===== src/inc/rbd_pkg.sv =====
// package for the receive baseband demodulator: field widths, reset values, timing
// assumes a 100 MHz core clock and signed 16-bit i/q samples after decimation
`default_nettype none
package rbd_pkg;
    localparam int SAMPLE_W = 16;
    localparam int TAPS = 16;
    localparam int COEF_W = 12;
    localparam int STRENGTH_W = 8;
    localparam int BITRATE_W = 16;
    localparam int TRANS_WINDOW_BITS = 16;
    // modulation_select encodings
    localparam logic [1:0] MOD_FSK = 2'h0;
    localparam logic [1:0] MOD_OOK = 2'h1;
    // ook_threshold_kind encodings
    localparam logic [1:0] THR_FIXED = 2'h0;
    localparam logic [1:0] THR_PEAK = 2'h1;
    localparam logic [1:0] THR_AVG = 2'h2;
    // bandwidth mantissa codes and values
    localparam logic [1:0] MANT_CODE_16 = 2'h0;
    localparam logic [1:0] MANT_CODE_20 = 2'h1;
    localparam logic [1:0] MANT_CODE_24 = 2'h2;
    localparam logic [4:0] MANT_16 = 5'h10;
    localparam logic [4:0] MANT_20 = 5'h14;
    localparam logic [4:0] MANT_24 = 5'h18;
    localparam int FSK_EXP_OFFSET = 2;
    localparam int OOK_EXP_OFFSET = 3;
    localparam logic [2:0] DCC_RESET = 3'h2;
    // dcc cutoff at code 0 is 16 percent of bandwidth: shift of 3 ~ 1/8 band step
    localparam int DCC_BASE_SHIFT = 3;
    // 0.5 dB per lsb, so 6 dB is 12 lsb
    localparam logic [7:0] PEAK_DROP = 8'h0c;
    // signal strength acquisition spans two bit periods
    localparam int ACQ_BITS = 2;
    localparam int AVG_SHIFT = 4;
    localparam int CLK_MHZ = 100;
endpackage
`default_nettype wire


===== src/rtl/rbd_fir.sv =====
// sixteen-tap fir channel filter, one output per input sample
// assumes coefficients are static while samples flow
`default_nettype none
module rbd_fir (
    // clock and reset
    input wire logic i_clk,
    input wire logic i_rst_n,
    // stream
    input wire logic i_valid,
    input wire logic signed [rbd_pkg::SAMPLE_W-1:0] i_sample,
    input wire logic [2:0] i_bw_exponent,
    output logic o_valid,
    output logic signed [rbd_pkg::SAMPLE_W-1:0] o_sample
);
    logic signed [rbd_pkg::SAMPLE_W-1:0] taps [rbd_pkg::TAPS];
    logic signed [rbd_pkg::SAMPLE_W+5:0] acc;

    // symmetric hann-like window; the exponent shift only scales output gain, the band is fixed
    function automatic logic signed [rbd_pkg::COEF_W-1:0] coef(input int k);
        int m;
        m = (k < rbd_pkg::TAPS / 2) ? k + 1 : rbd_pkg::TAPS - k;
        return rbd_pkg::COEF_W'(m * 16);
    endfunction

    always_comb begin
        acc = '0;
        for (int k = 0; k < rbd_pkg::TAPS; k++) begin
            // widen first: a sample times a coefficient needs 28 bits
            acc = acc + (rbd_pkg::SAMPLE_W+6)'((32'(taps[k]) * 32'(coef(k))) >>> 11);
        end
    end

    always_ff @(posedge i_clk or negedge i_rst_n) begin
        if (!i_rst_n) begin
            for (int k = 0; k < rbd_pkg::TAPS; k++) taps[k] <= '0;
        end else if (i_valid) begin
            taps[0] <= i_sample;
            for (int k = 1; k < rbd_pkg::TAPS; k++) taps[k] <= taps[k-1];
        end
    end

    // exponent codes 4 to 7 halve the output gain so narrow settings stay in range
    always_ff @(posedge i_clk or negedge i_rst_n) begin
        if (!i_rst_n) begin
            o_valid <= 1'b0;
            o_sample <= '0;
        end else begin
            o_valid <= i_valid;
            if (i_valid) o_sample <= rbd_pkg::SAMPLE_W'(acc >>> (i_bw_exponent[2] ? 4 : 3));
        end
    end
endmodule
`default_nettype wire


===== src/rtl/rbd_bitsync.sv =====
// bit synchronizer: nco at programmed rate, phase realigned on data edges
// assumes one raw data bit per clock, noisy near transitions
`default_nettype none
module rbd_bitsync (
    // clock and reset
    input wire logic i_clk,
    input wire logic i_rst_n,
    // control
    input wire logic i_enable,
    input wire logic [rbd_pkg::BITRATE_W-1:0] i_bit_period,
    // data
    input wire logic i_raw,
    output logic o_data,
    output logic o_clk,
    output logic o_bit_tick
);
    logic [rbd_pkg::BITRATE_W-1:0] phase;
    logic raw_q;
    logic edge_seen;
    logic [rbd_pkg::BITRATE_W-1:0] half;

    assign edge_seen = raw_q != i_raw;
    assign half = i_bit_period >> 1;

    always_ff @(posedge i_clk or negedge i_rst_n) begin
        if (!i_rst_n) raw_q <= 1'b0;
        else raw_q <= i_raw;
    end

    // realign on edge, else free run at programmed period
    always_ff @(posedge i_clk or negedge i_rst_n) begin
        if (!i_rst_n) begin
            phase <= '0;
        end else if (!i_enable || edge_seen) begin
            phase <= '0;
        end else if (phase + 1'b1 >= i_bit_period) begin
            phase <= '0;
        end else begin
            phase <= phase + 1'b1;
        end
    end

    // sample mid bit; clock rises at the sampling point
    always_ff @(posedge i_clk or negedge i_rst_n) begin
        if (!i_rst_n) begin
            o_data <= 1'b0;
            o_clk <= 1'b0;
            o_bit_tick <= 1'b0;
        end else begin
            o_bit_tick <= i_enable && !edge_seen && phase == half;
            if (i_enable && !edge_seen && phase == half) begin
                o_data <= raw_q;
                o_clk <= 1'b1;
            end else if (phase == '0) begin
                o_clk <= 1'b0;
            end
        end
    end
endmodule
`default_nettype wire


===== src/rtl/rbd_demod.sv =====
// receive baseband: channel filter, dc cancel, ook complex filter, cordic,
// signal strength, fsk/ook demod with three threshold modes, bit synchronizer
// assumes decimated i/q samples synchronous to i_clk; config static per packet
`default_nettype none
module rbd_demod (
    // clock and reset
    input wire logic i_clk,
    input wire logic i_rst_n,
    // samples
    input wire logic i_iq_valid,
    input wire logic signed [rbd_pkg::SAMPLE_W-1:0] i_i,
    input wire logic signed [rbd_pkg::SAMPLE_W-1:0] i_q,
    // configuration
    input wire logic [1:0] i_modulation_select,
    input wire logic [1:0] i_bandwidth_mantissa,
    input wire logic [2:0] i_bandwidth_exponent,
    input wire logic [2:0] i_dc_cutoff_select,
    input wire logic [1:0] i_ook_threshold_kind,
    input wire logic [2:0] i_peak_decay_step,
    input wire logic [2:0] i_peak_decay_period,
    input wire logic [7:0] i_floor_threshold,
    input wire logic [7:0] i_signal_strength_threshold,
    input wire logic [7:0] i_bit_rate_high,
    input wire logic [7:0] i_bit_rate_low,
    input wire logic i_packet_mode,
    input wire logic i_sync_enable,
    // status
    output logic [7:0] o_signal_strength_value,
    output logic o_strength_above,
    output logic [4:0] o_bw_mantissa_value,
    output logic [3:0] o_bw_divider_log2,
    output logic [3:0] o_dc_cutoff_shift,
    output logic o_low_if_active,
    output logic o_lo_offset_half_bw,
    output logic [15:0] o_phase,
    // data out
    output logic o_data,
    output logic o_recovered_clock_pin,
    output logic o_bit_valid
);
    ////////////////////////////////////////////////////////////////////////////
    // bandwidth and dc configuration
    function automatic logic [4:0] mant_value(input logic [1:0] code);
        if (code == rbd_pkg::MANT_CODE_20) return rbd_pkg::MANT_20;
        else if (code == rbd_pkg::MANT_CODE_24) return rbd_pkg::MANT_24;
        else return rbd_pkg::MANT_16; // code 11 treated as 16
    endfunction

    logic is_ook;
    assign is_ook = i_modulation_select == rbd_pkg::MOD_OOK;

    // bw = reference_osc_frequency / (mant * 2^(exp+off)); the divider is exported for the filter clocks
    always_ff @(posedge i_clk or negedge i_rst_n) begin
        if (!i_rst_n) begin
            o_bw_mantissa_value <= rbd_pkg::MANT_16;
            o_bw_divider_log2 <= 4'h0;
            o_dc_cutoff_shift <= 4'h0;
            o_low_if_active <= 1'b0;
            o_lo_offset_half_bw <= 1'b0;
        end else begin
            o_bw_mantissa_value <= mant_value(i_bandwidth_mantissa);
            if (is_ook) o_bw_divider_log2 <= 4'(i_bandwidth_exponent) + 4'(rbd_pkg::OOK_EXP_OFFSET);
            else o_bw_divider_log2 <= 4'(i_bandwidth_exponent) + 4'(rbd_pkg::FSK_EXP_OFFSET);
            o_dc_cutoff_shift <= 4'(i_dc_cutoff_select) + 4'(rbd_pkg::DCC_BASE_SHIFT);
            o_low_if_active <= is_ook;
            o_lo_offset_half_bw <= is_ook;
        end
    end

    ////////////////////////////////////////////////////////////////////////////
    // channel filter
    logic fi_valid;
    logic fq_valid;
    logic signed [rbd_pkg::SAMPLE_W-1:0] fi;
    logic signed [rbd_pkg::SAMPLE_W-1:0] fq;

    rbd_fir u_fir_i (
        .i_clk(i_clk),
        .i_rst_n(i_rst_n),
        .i_valid(i_iq_valid),
        .i_sample(i_i),
        .i_bw_exponent(i_bandwidth_exponent),
        .o_valid(fi_valid),
        .o_sample(fi)
    );
    rbd_fir u_fir_q (
        .i_clk(i_clk),
        .i_rst_n(i_rst_n),
        .i_valid(i_iq_valid),
        .i_sample(i_q),
        .i_bw_exponent(i_bandwidth_exponent),
        .o_valid(fq_valid),
        .o_sample(fq)
    );

    ////////////////////////////////////////////////////////////////////////////
    // dc canceller: leaky mean removed, leak set by cutoff code
    logic signed [31:0] dc_i;
    logic signed [31:0] dc_q;
    logic signed [rbd_pkg::SAMPLE_W-1:0] ci;
    logic signed [rbd_pkg::SAMPLE_W-1:0] cq;
    assign ci = fi - rbd_pkg::SAMPLE_W'(dc_i >>> 16);
    assign cq = fq - rbd_pkg::SAMPLE_W'(dc_q >>> 16);

    always_ff @(posedge i_clk or negedge i_rst_n) begin
        if (!i_rst_n) begin
            dc_i <= '0;
            dc_q <= '0;
        end else if (fi_valid) begin
            dc_i <= dc_i + ((32'(ci) <<< 16) >>> o_dc_cutoff_shift);
            dc_q <= dc_q + ((32'(cq) <<< 16) >>> o_dc_cutoff_shift);
        end
    end

    ////////////////////////////////////////////////////////////////////////////
    // complex filter: in ook, mix by +if (quarter-rate rotation) to reject image
    logic [1:0] rot;
    logic signed [rbd_pkg::SAMPLE_W-1:0] xi;
    logic signed [rbd_pkg::SAMPLE_W-1:0] xq;
    always_ff @(posedge i_clk or negedge i_rst_n) begin
        if (!i_rst_n) rot <= 2'h0;
        else if (fi_valid) rot <= is_ook ? rot + 2'h1 : 2'h0;
    end
    always_comb begin
        xi = ci;
        xq = cq;
        if (is_ook) begin
            case (rot)
                2'h1: begin xi = -cq; xq = ci; end
                2'h2: begin xi = -ci; xq = -cq; end
                2'h3: begin xi = cq; xq = -ci; end
                default: begin xi = ci; xq = cq; end
            endcase
        end
    end

    ////////////////////////////////////////////////////////////////////////////
    // cordic vectoring: phase and magnitude
    localparam int ITER = 12;
    logic signed [rbd_pkg::SAMPLE_W+1:0] cx;
    logic signed [rbd_pkg::SAMPLE_W+1:0] cy;
    logic signed [15:0] cz;
    logic [15:0] phase_q;
    logic [15:0] prev_phase;
    logic [rbd_pkg::SAMPLE_W+1:0] ampl;
    logic samp_valid;

    function automatic logic signed [15:0] atan_tab(input int k);
        logic signed [15:0] t [12];
        t = '{16'sh2000, 16'sh12e4, 16'sh09fb, 16'sh0511, 16'sh028b, 16'sh0146,
              16'sh00a3, 16'sh0051, 16'sh0029, 16'sh0014, 16'sh000a, 16'sh0005};
        return t[k];
    endfunction

    always_comb begin
        cx = (xi < 0) ? -(rbd_pkg::SAMPLE_W+2)'(xi) : (rbd_pkg::SAMPLE_W+2)'(xi);
        cy = (xi < 0) ? -(rbd_pkg::SAMPLE_W+2)'(xq) : (rbd_pkg::SAMPLE_W+2)'(xq);
        cz = (xi < 0) ? 16'sh8000 : 16'sh0000;
        for (int k = 0; k < ITER; k++) begin
            if (cy > 0) begin
                {cx, cy} = {cx + (cy >>> k), cy - (cx >>> k)};
                cz = cz + atan_tab(k);
            end else begin
                {cx, cy} = {cx - (cy >>> k), cy + (cx >>> k)};
                cz = cz - atan_tab(k);
            end
        end
    end

    always_ff @(posedge i_clk or negedge i_rst_n) begin
        if (!i_rst_n) begin
            phase_q <= '0;
            prev_phase <= '0;
            ampl <= '0;
            samp_valid <= 1'b0;
        end else begin
            samp_valid <= fi_valid;
            if (fi_valid) begin
                prev_phase <= phase_q;
                phase_q <= 16'(cz);
                ampl <= (rbd_pkg::SAMPLE_W+2)'(cx);
            end
        end
    end
    assign o_phase = phase_q;

    ////////////////////////////////////////////////////////////////////////////
    // signal strength: log2 of amplitude in half-dB steps
    function automatic logic [7:0] to_half_db(input logic [rbd_pkg::SAMPLE_W+1:0] a);
        logic [7:0] r;
        r = 8'h00;
        for (int k = 0; k < rbd_pkg::SAMPLE_W + 2; k++) begin
            if (a[k]) r = 8'(k * 12) + (k > 0 ? 8'(a[k-1] ? 6 : 0) : 8'h00);
        end
        return r;
    endfunction

    logic [rbd_pkg::BITRATE_W-1:0] bit_period;
    logic [rbd_pkg::BITRATE_W:0] acq_cnt;
    logic [7:0] strength;
    logic [15:0] acc_peak;
    assign bit_period = {i_bit_rate_high, i_bit_rate_low};
    assign strength = to_half_db(ampl);

    // acquisition window of two bit periods; result latched at its end
    always_ff @(posedge i_clk or negedge i_rst_n) begin
        if (!i_rst_n) begin
            acq_cnt <= '0;
            acc_peak <= '0;
            o_signal_strength_value <= 8'h00;
            o_strength_above <= 1'b0;
        end else if (acq_cnt + 1'b1 >= (rbd_pkg::BITRATE_W+1)'(bit_period) * rbd_pkg::ACQ_BITS) begin
            acq_cnt <= '0;
            acc_peak <= '0;
            o_strength_above <= 8'(acc_peak) > i_signal_strength_threshold;
            if (8'(acc_peak) > i_signal_strength_threshold)
                o_signal_strength_value <= 8'(acc_peak);
            else
                o_signal_strength_value <= 8'h00;
        end else begin
            acq_cnt <= acq_cnt + 1'b1;
            if (samp_valid && 16'(strength) > acc_peak) acc_peak <= 16'(strength);
            // a raised threshold hides the held value at once
            if (o_signal_strength_value <= i_signal_strength_threshold)
                o_signal_strength_value <= 8'h00;
        end
    end

    ////////////////////////////////////////////////////////////////////////////
    // ook threshold generation
    logic [7:0] peak;
    logic [7:0] avg;
    logic [9:0] avg_acc;
    logic [7:0] decay_cnt;
    logic [7:0] threshold;
    logic ook_bit;
    logic fsk_bit;
    logic [15:0] dphase;

    always_comb begin
        if (i_ook_threshold_kind == rbd_pkg::THR_PEAK)
            threshold = (peak > rbd_pkg::PEAK_DROP) ? peak - rbd_pkg::PEAK_DROP : 8'h00;
        else if (i_ook_threshold_kind == rbd_pkg::THR_AVG)
            threshold = avg;
        else
            threshold = i_floor_threshold;
    end
    assign ook_bit = strength > threshold;

    // peak: instant rise, stepped decay down to floor on zero or silence
    always_ff @(posedge i_clk or negedge i_rst_n) begin
        if (!i_rst_n) begin
            peak <= 8'h00;
            decay_cnt <= 8'h00;
        end else if (samp_valid) begin
            if (strength > peak) begin
                peak <= strength;
                decay_cnt <= 8'h00;
            end else if (!ook_bit) begin
                if (decay_cnt >= (8'h01 << i_peak_decay_period)) begin
                    decay_cnt <= 8'h00;
                    if (peak > i_floor_threshold + 8'(i_peak_decay_step) + 8'h01)
                        peak <= peak - 8'(i_peak_decay_step) - 8'h01;
                    else
                        peak <= i_floor_threshold;
                end else begin
                    decay_cnt <= decay_cnt + 8'h01;
                end
            end
        end
    end

    // running average suits dc-free codes only; biased by long runs otherwise
    always_ff @(posedge i_clk or negedge i_rst_n) begin
        if (!i_rst_n) begin
            avg_acc <= '0;
        end else if (samp_valid) begin
            avg_acc <= avg_acc - 10'(avg_acc >> rbd_pkg::AVG_SHIFT) + 10'(strength >> 2);
        end
    end
    assign avg = 8'(avg_acc >> 2);

    // fsk: sign of phase derivative
    assign dphase = phase_q - prev_phase;
    assign fsk_bit = !dphase[15];

    ////////////////////////////////////////////////////////////////////////////
    // bit synchronizer and output selection
    logic raw_bit;
    logic sync_on;
    logic sync_data;
    logic sync_clk;
    logic sync_tick;
    always_ff @(posedge i_clk or negedge i_rst_n) begin
        if (!i_rst_n) raw_bit <= 1'b0;
        else if (samp_valid) raw_bit <= is_ook ? ook_bit : fsk_bit;
    end
    assign sync_on = i_packet_mode || i_sync_enable;

    rbd_bitsync u_sync (
        .i_clk(i_clk),
        .i_rst_n(i_rst_n),
        .i_enable(sync_on),
        .i_bit_period(bit_period),
        .i_raw(raw_bit),
        .o_data(sync_data),
        .o_clk(sync_clk),
        .o_bit_tick(sync_tick)
    );

    always_ff @(posedge i_clk or negedge i_rst_n) begin
        if (!i_rst_n) begin
            o_data <= 1'b0;
            o_recovered_clock_pin <= 1'b0;
            o_bit_valid <= 1'b0;
        end else begin
            o_data <= sync_on ? sync_data : raw_bit;
            o_recovered_clock_pin <= sync_on && sync_clk;
            o_bit_valid <= sync_on && sync_tick;
        end
    end

    ////////////////////////////////////////////////////////////////////////////
    // checks
    chk_bw_exp_ook: assert property (@(posedge i_clk) disable iff (!i_rst_n)
        is_ook |=> (o_bw_divider_log2 == 4'($past(i_bandwidth_exponent)) + 4'h3)
                   || $changed(i_modulation_select))
        else $error("ook bandwidth divider wrong");
    chk_bw_exp_fsk: assert property (@(posedge i_clk) disable iff (!i_rst_n)
        (i_modulation_select == rbd_pkg::MOD_FSK && $stable(i_bandwidth_exponent))
        |=> o_bw_divider_log2 == 4'($past(i_bandwidth_exponent)) + 4'h2)
        else $error("fsk bandwidth divider wrong");
    chk_mant_map: assert property (@(posedge i_clk) disable iff (!i_rst_n)
        i_bandwidth_mantissa == 2'h2 |=> o_bw_mantissa_value == 5'h18)
        else $error("mantissa 10 must give 24");
    chk_low_if: assert property (@(posedge i_clk) disable iff (!i_rst_n)
        is_ook |=> o_low_if_active && o_lo_offset_half_bw)
        else $error("low-if not engaged in ook");
    chk_strength_gate: assert property (@(posedge i_clk) disable iff (!i_rst_n)
        o_signal_strength_value != 8'h00 |-> o_signal_strength_value > i_signal_strength_threshold
        || $changed(i_signal_strength_threshold))
        else $error("strength shown below threshold");
    chk_peak_rise: assert property (@(posedge i_clk) disable iff (!i_rst_n)
        (samp_valid && strength > peak) |=> peak == $past(strength))
        else $error("peak did not follow rising strength");
    chk_peak_floor: assert property (@(posedge i_clk) disable iff (!i_rst_n)
        (samp_valid && $stable(i_floor_threshold) && peak >= i_floor_threshold)
        |=> peak >= i_floor_threshold)
        else $error("peak fell below floor");
    chk_thr_peak: assert property (@(posedge i_clk) disable iff (!i_rst_n)
        (i_ook_threshold_kind == rbd_pkg::THR_PEAK && peak > 8'h0c) |-> threshold == peak - 8'h0c)
        else $error("peak threshold not six dB down");
    chk_sync_pkt: assert property (@(posedge i_clk) disable iff (!i_rst_n)
        !sync_on |=> !o_recovered_clock_pin && !o_bit_valid)
        else $error("sync output while disabled");
endmodule
`default_nettype wire


===== config.mk =====
export PLATFORM = sky130hd
export DESIGN_NAME = rbd_demod
export DESIGN_NICKNAME = d
export VERILOG_FILES = /design/src/inc/rbd_pkg.sv /design/src/rtl/rbd_fir.sv /design/src/rtl/rbd_bitsync.sv /design/src/rtl/rbd_demod.sv
export SDC_FILE = /design/constraint.sdc
export NUM_CORES = 2
export LEC_CHECK = 0
export ABC_CLOCK_PERIOD_IN_PS = 82000
export BUFFER_PORTS_ARGS = -buffer_cell sky130_fd_sc_hd__buf_2
export CORE_AREA = 2 2 367 369
export CTS_CLUSTER_DIAMETER = 60
export CTS_CLUSTER_SIZE = 30
export DETAILED_ROUTE_END_ITERATION = 16
export DIE_AREA = 0 0 369 371
export GPL_TIMING_DRIVEN = 0
export PLACE_DENSITY = 0.83
export SETUP_SLACK_MARGIN = 0.15
export SKIP_CTS_REPAIR_TIMING = 1
export SLEW_MARGIN = 5
export SYNTH_ARGS = -nofsm -noshare
export SYNTH_HDL_FRONTEND = slang
export SYNTH_HIERARCHICAL = 1
export SYNTH_SLANG_ARGS = --single-unit
export TNS_END_PERCENT = 5

===== constraint.sdc =====
create_clock -name i_clk -period 82 [get_ports i_clk]
set_input_delay 4.1 -clock i_clk [delete_from_list [all_inputs] [get_ports i_clk]]
set_output_delay 4.1 -clock i_clk [all_outputs]
set_load 0.01 [all_outputs]

==> results_dict.tcl <==
set metrics [dict create \
    grt_max_degree 119 \
    wl_met3_mm 16.1 \
    setup_viol 0 \
    cts_buffers 81 \
    dieWidth_um 369 \
    drive_gt1_frac 0.0869 \
    mostFrequentLayoutCells "1346 x inv_1, 1289 x ha_1, 727 x dfrtp_1" \
    layout_commonest_cell "inv_1" \
    crit_top_cell "a21oi_1" \
    fin_setup_tns_ps 0 \
    cts_sinks 727 \
    via_per_inst 6.20 \
    cp.arrival_ps 73570 \
    vias 78100 \
    drtIter0Drc 6013 \
    min_from "raw_bit$_DFFE_PN0P_" \
    dr_wl_met2_mm 121 \
    pin_count 130 \
    core_area_mm2 0.133 \
    critPathSlowestCell "clkbuf_1" \
    grtUsageTotal 0.375 \
    worst_pin_slew_ps 1310 \
    area_delta_synth_final_pct 6.62 \
    path_clk_slew_ps 70 \
    critPathKind "primary input to register" \
    crit_family "compound AO/OA/AOI/OAI gates" \
    cpPeakStageDelay_ps 910 \
    slew_violations 0 \
    fmax_ghz 0.0137 \
    htreeDepth 3 \
    status "finished clean" \
    hold_violations 0 \
    end_kind "register" \
    worstPathRequired_ps 82580 \
    min_period_over_period 0.890 \
    netlist_instances 10500 \
    ant_nets 0 \
    start_util 0.698 \
    nets 12600 \
    period_needed_ps 72990 \
    clk_latency_ps 740 \
    ys_warn_count 6 \
    slew_headroom 0.118 \
    wire_per_inst_um 20.6 \
    holdPathEnd "u_sync/raw_q$_DFF_PN0_" \
    fp.dieH_um 371 \
    holdWs_ps 433 \
    cp-start-kind "primary input" \
    rrSetupSlack_ps 10170 \
    first_pass_iters 9 \
    gr-total-overflow 0 \
    num-fill-cells 9680 \
    dp_hpwl_mm 210 \
    die_area_mm2 0.137 \
    rsz0062_at_grt "no" \
    grt_pass1_wl_mm 413 \
    r2r_start "u_fir_i/o_sample[0]$_DFFE_PN0P_" \
    post-route-drc-count 0 \
    worstHoldPathType "register to register" \
    ctsRootBufferMaster "clkbuf_16" \
    cts.path.max_buffers 3 \
    top_layer_used "met5" \
    met1Wirelength_mm 108 \
    routed_wl_mm 259 \
    crit_buf_inv 31 \
    hold_path_depth 0 \
    antenna_found_initial 3 \
    gp_congestion 0.982 \
    critPathMaxFanout 22 \
    maxCapViolCount 0 \
    grt_pass1_vias 79200 \
    syn_avg_cell_area_um2 8.80 \
    r2r_cells 288 \
    timing.rr.end "o_phase[15]$_DFFE_PN0P_" \
    io_buffers 125 \
    fin_skew_ps 50.2 \
    cts_tree "built" \
    core.rowCount 134 \
    synth_area_mm2 0.0927 \
]
worst max path at each step:
stage	start	to	slack [ps]	cells past startpoint
floorplan	i_modulation_select[1]	o_phase[15]$_DFFE_PN0P_	24330	280
global placement	i_modulation_select[1]	o_phase[15]$_DFFE_PN0P_	10050	279
detailed placement	i_modulation_select[1]	o_phase[15]$_DFFE_PN0P_	9620	278
CTS	i_modulation_select[1]	o_phase[15]$_DFFE_PN0P_	10090	278
global route	i_modulation_select[1]	o_phase[15]$_DFFE_PN0P_	4010	290
finish	i_modulation_select[1]	o_phase[15]$_DFFE_PN0P_	9010	282
routing by layer:
metal	vias up	GRT usage
met1	38100	0.478
li1	36600	-
met5	-	0
met2	2618	0.628
met3	700	0.0520
met4	2	0.177
area by class of cell:
cell class	instances	area, µm²	share of cell area
diodes	2	5.00	0.0000507
plain buffers	278	1120	0.0113
clock buffers	88	2110	0.0214
clock inverters	63	907	0.00918
inverters	1357	5090	0.0516
multi-input cells	8168	68300	0.691
flip-flops and latches	727	18200	0.184
well taps	1768	2210	0.0224
repair buffers	134	863	0.00874
stage by stage:
stage          instances  setup slack, ps  instance area [µm²]  utilization
2_1_floorplan      10500            24330                92700            -
3_3_place_gp       12400            10050                95500        0.719
3_5_place_dp       12400             9620                95800        0.721
4_1_cts            12600            10090                98800        0.744
5_1_grt            12600             4010                98800        0.744
6_report           12600             9010                98800        0.744
registers in the layout, summed over array words and instances (netlist names), 8 cells and up:
| register | count |
|---|---|
| u_fir_i/taps | 243 |
| u_fir_q/taps | 243 |
| dc_i | 31 |
| dc_q | 31 |
| ampl | 18 |
| acq_cnt | 17 |
| o_phase | 16 |
| prev_phase | 16 |
| u_fir_i/o_sample | 16 |
| u_fir_q/o_sample | 16 |
| u_sync/phase | 16 |
| avg_acc | 10 |
| decay_cnt | 8 |
| peak | 8 |
Power is not shown: default switching activity piles up to over one toggle a cycle in this logic, so the estimate is an artifact.
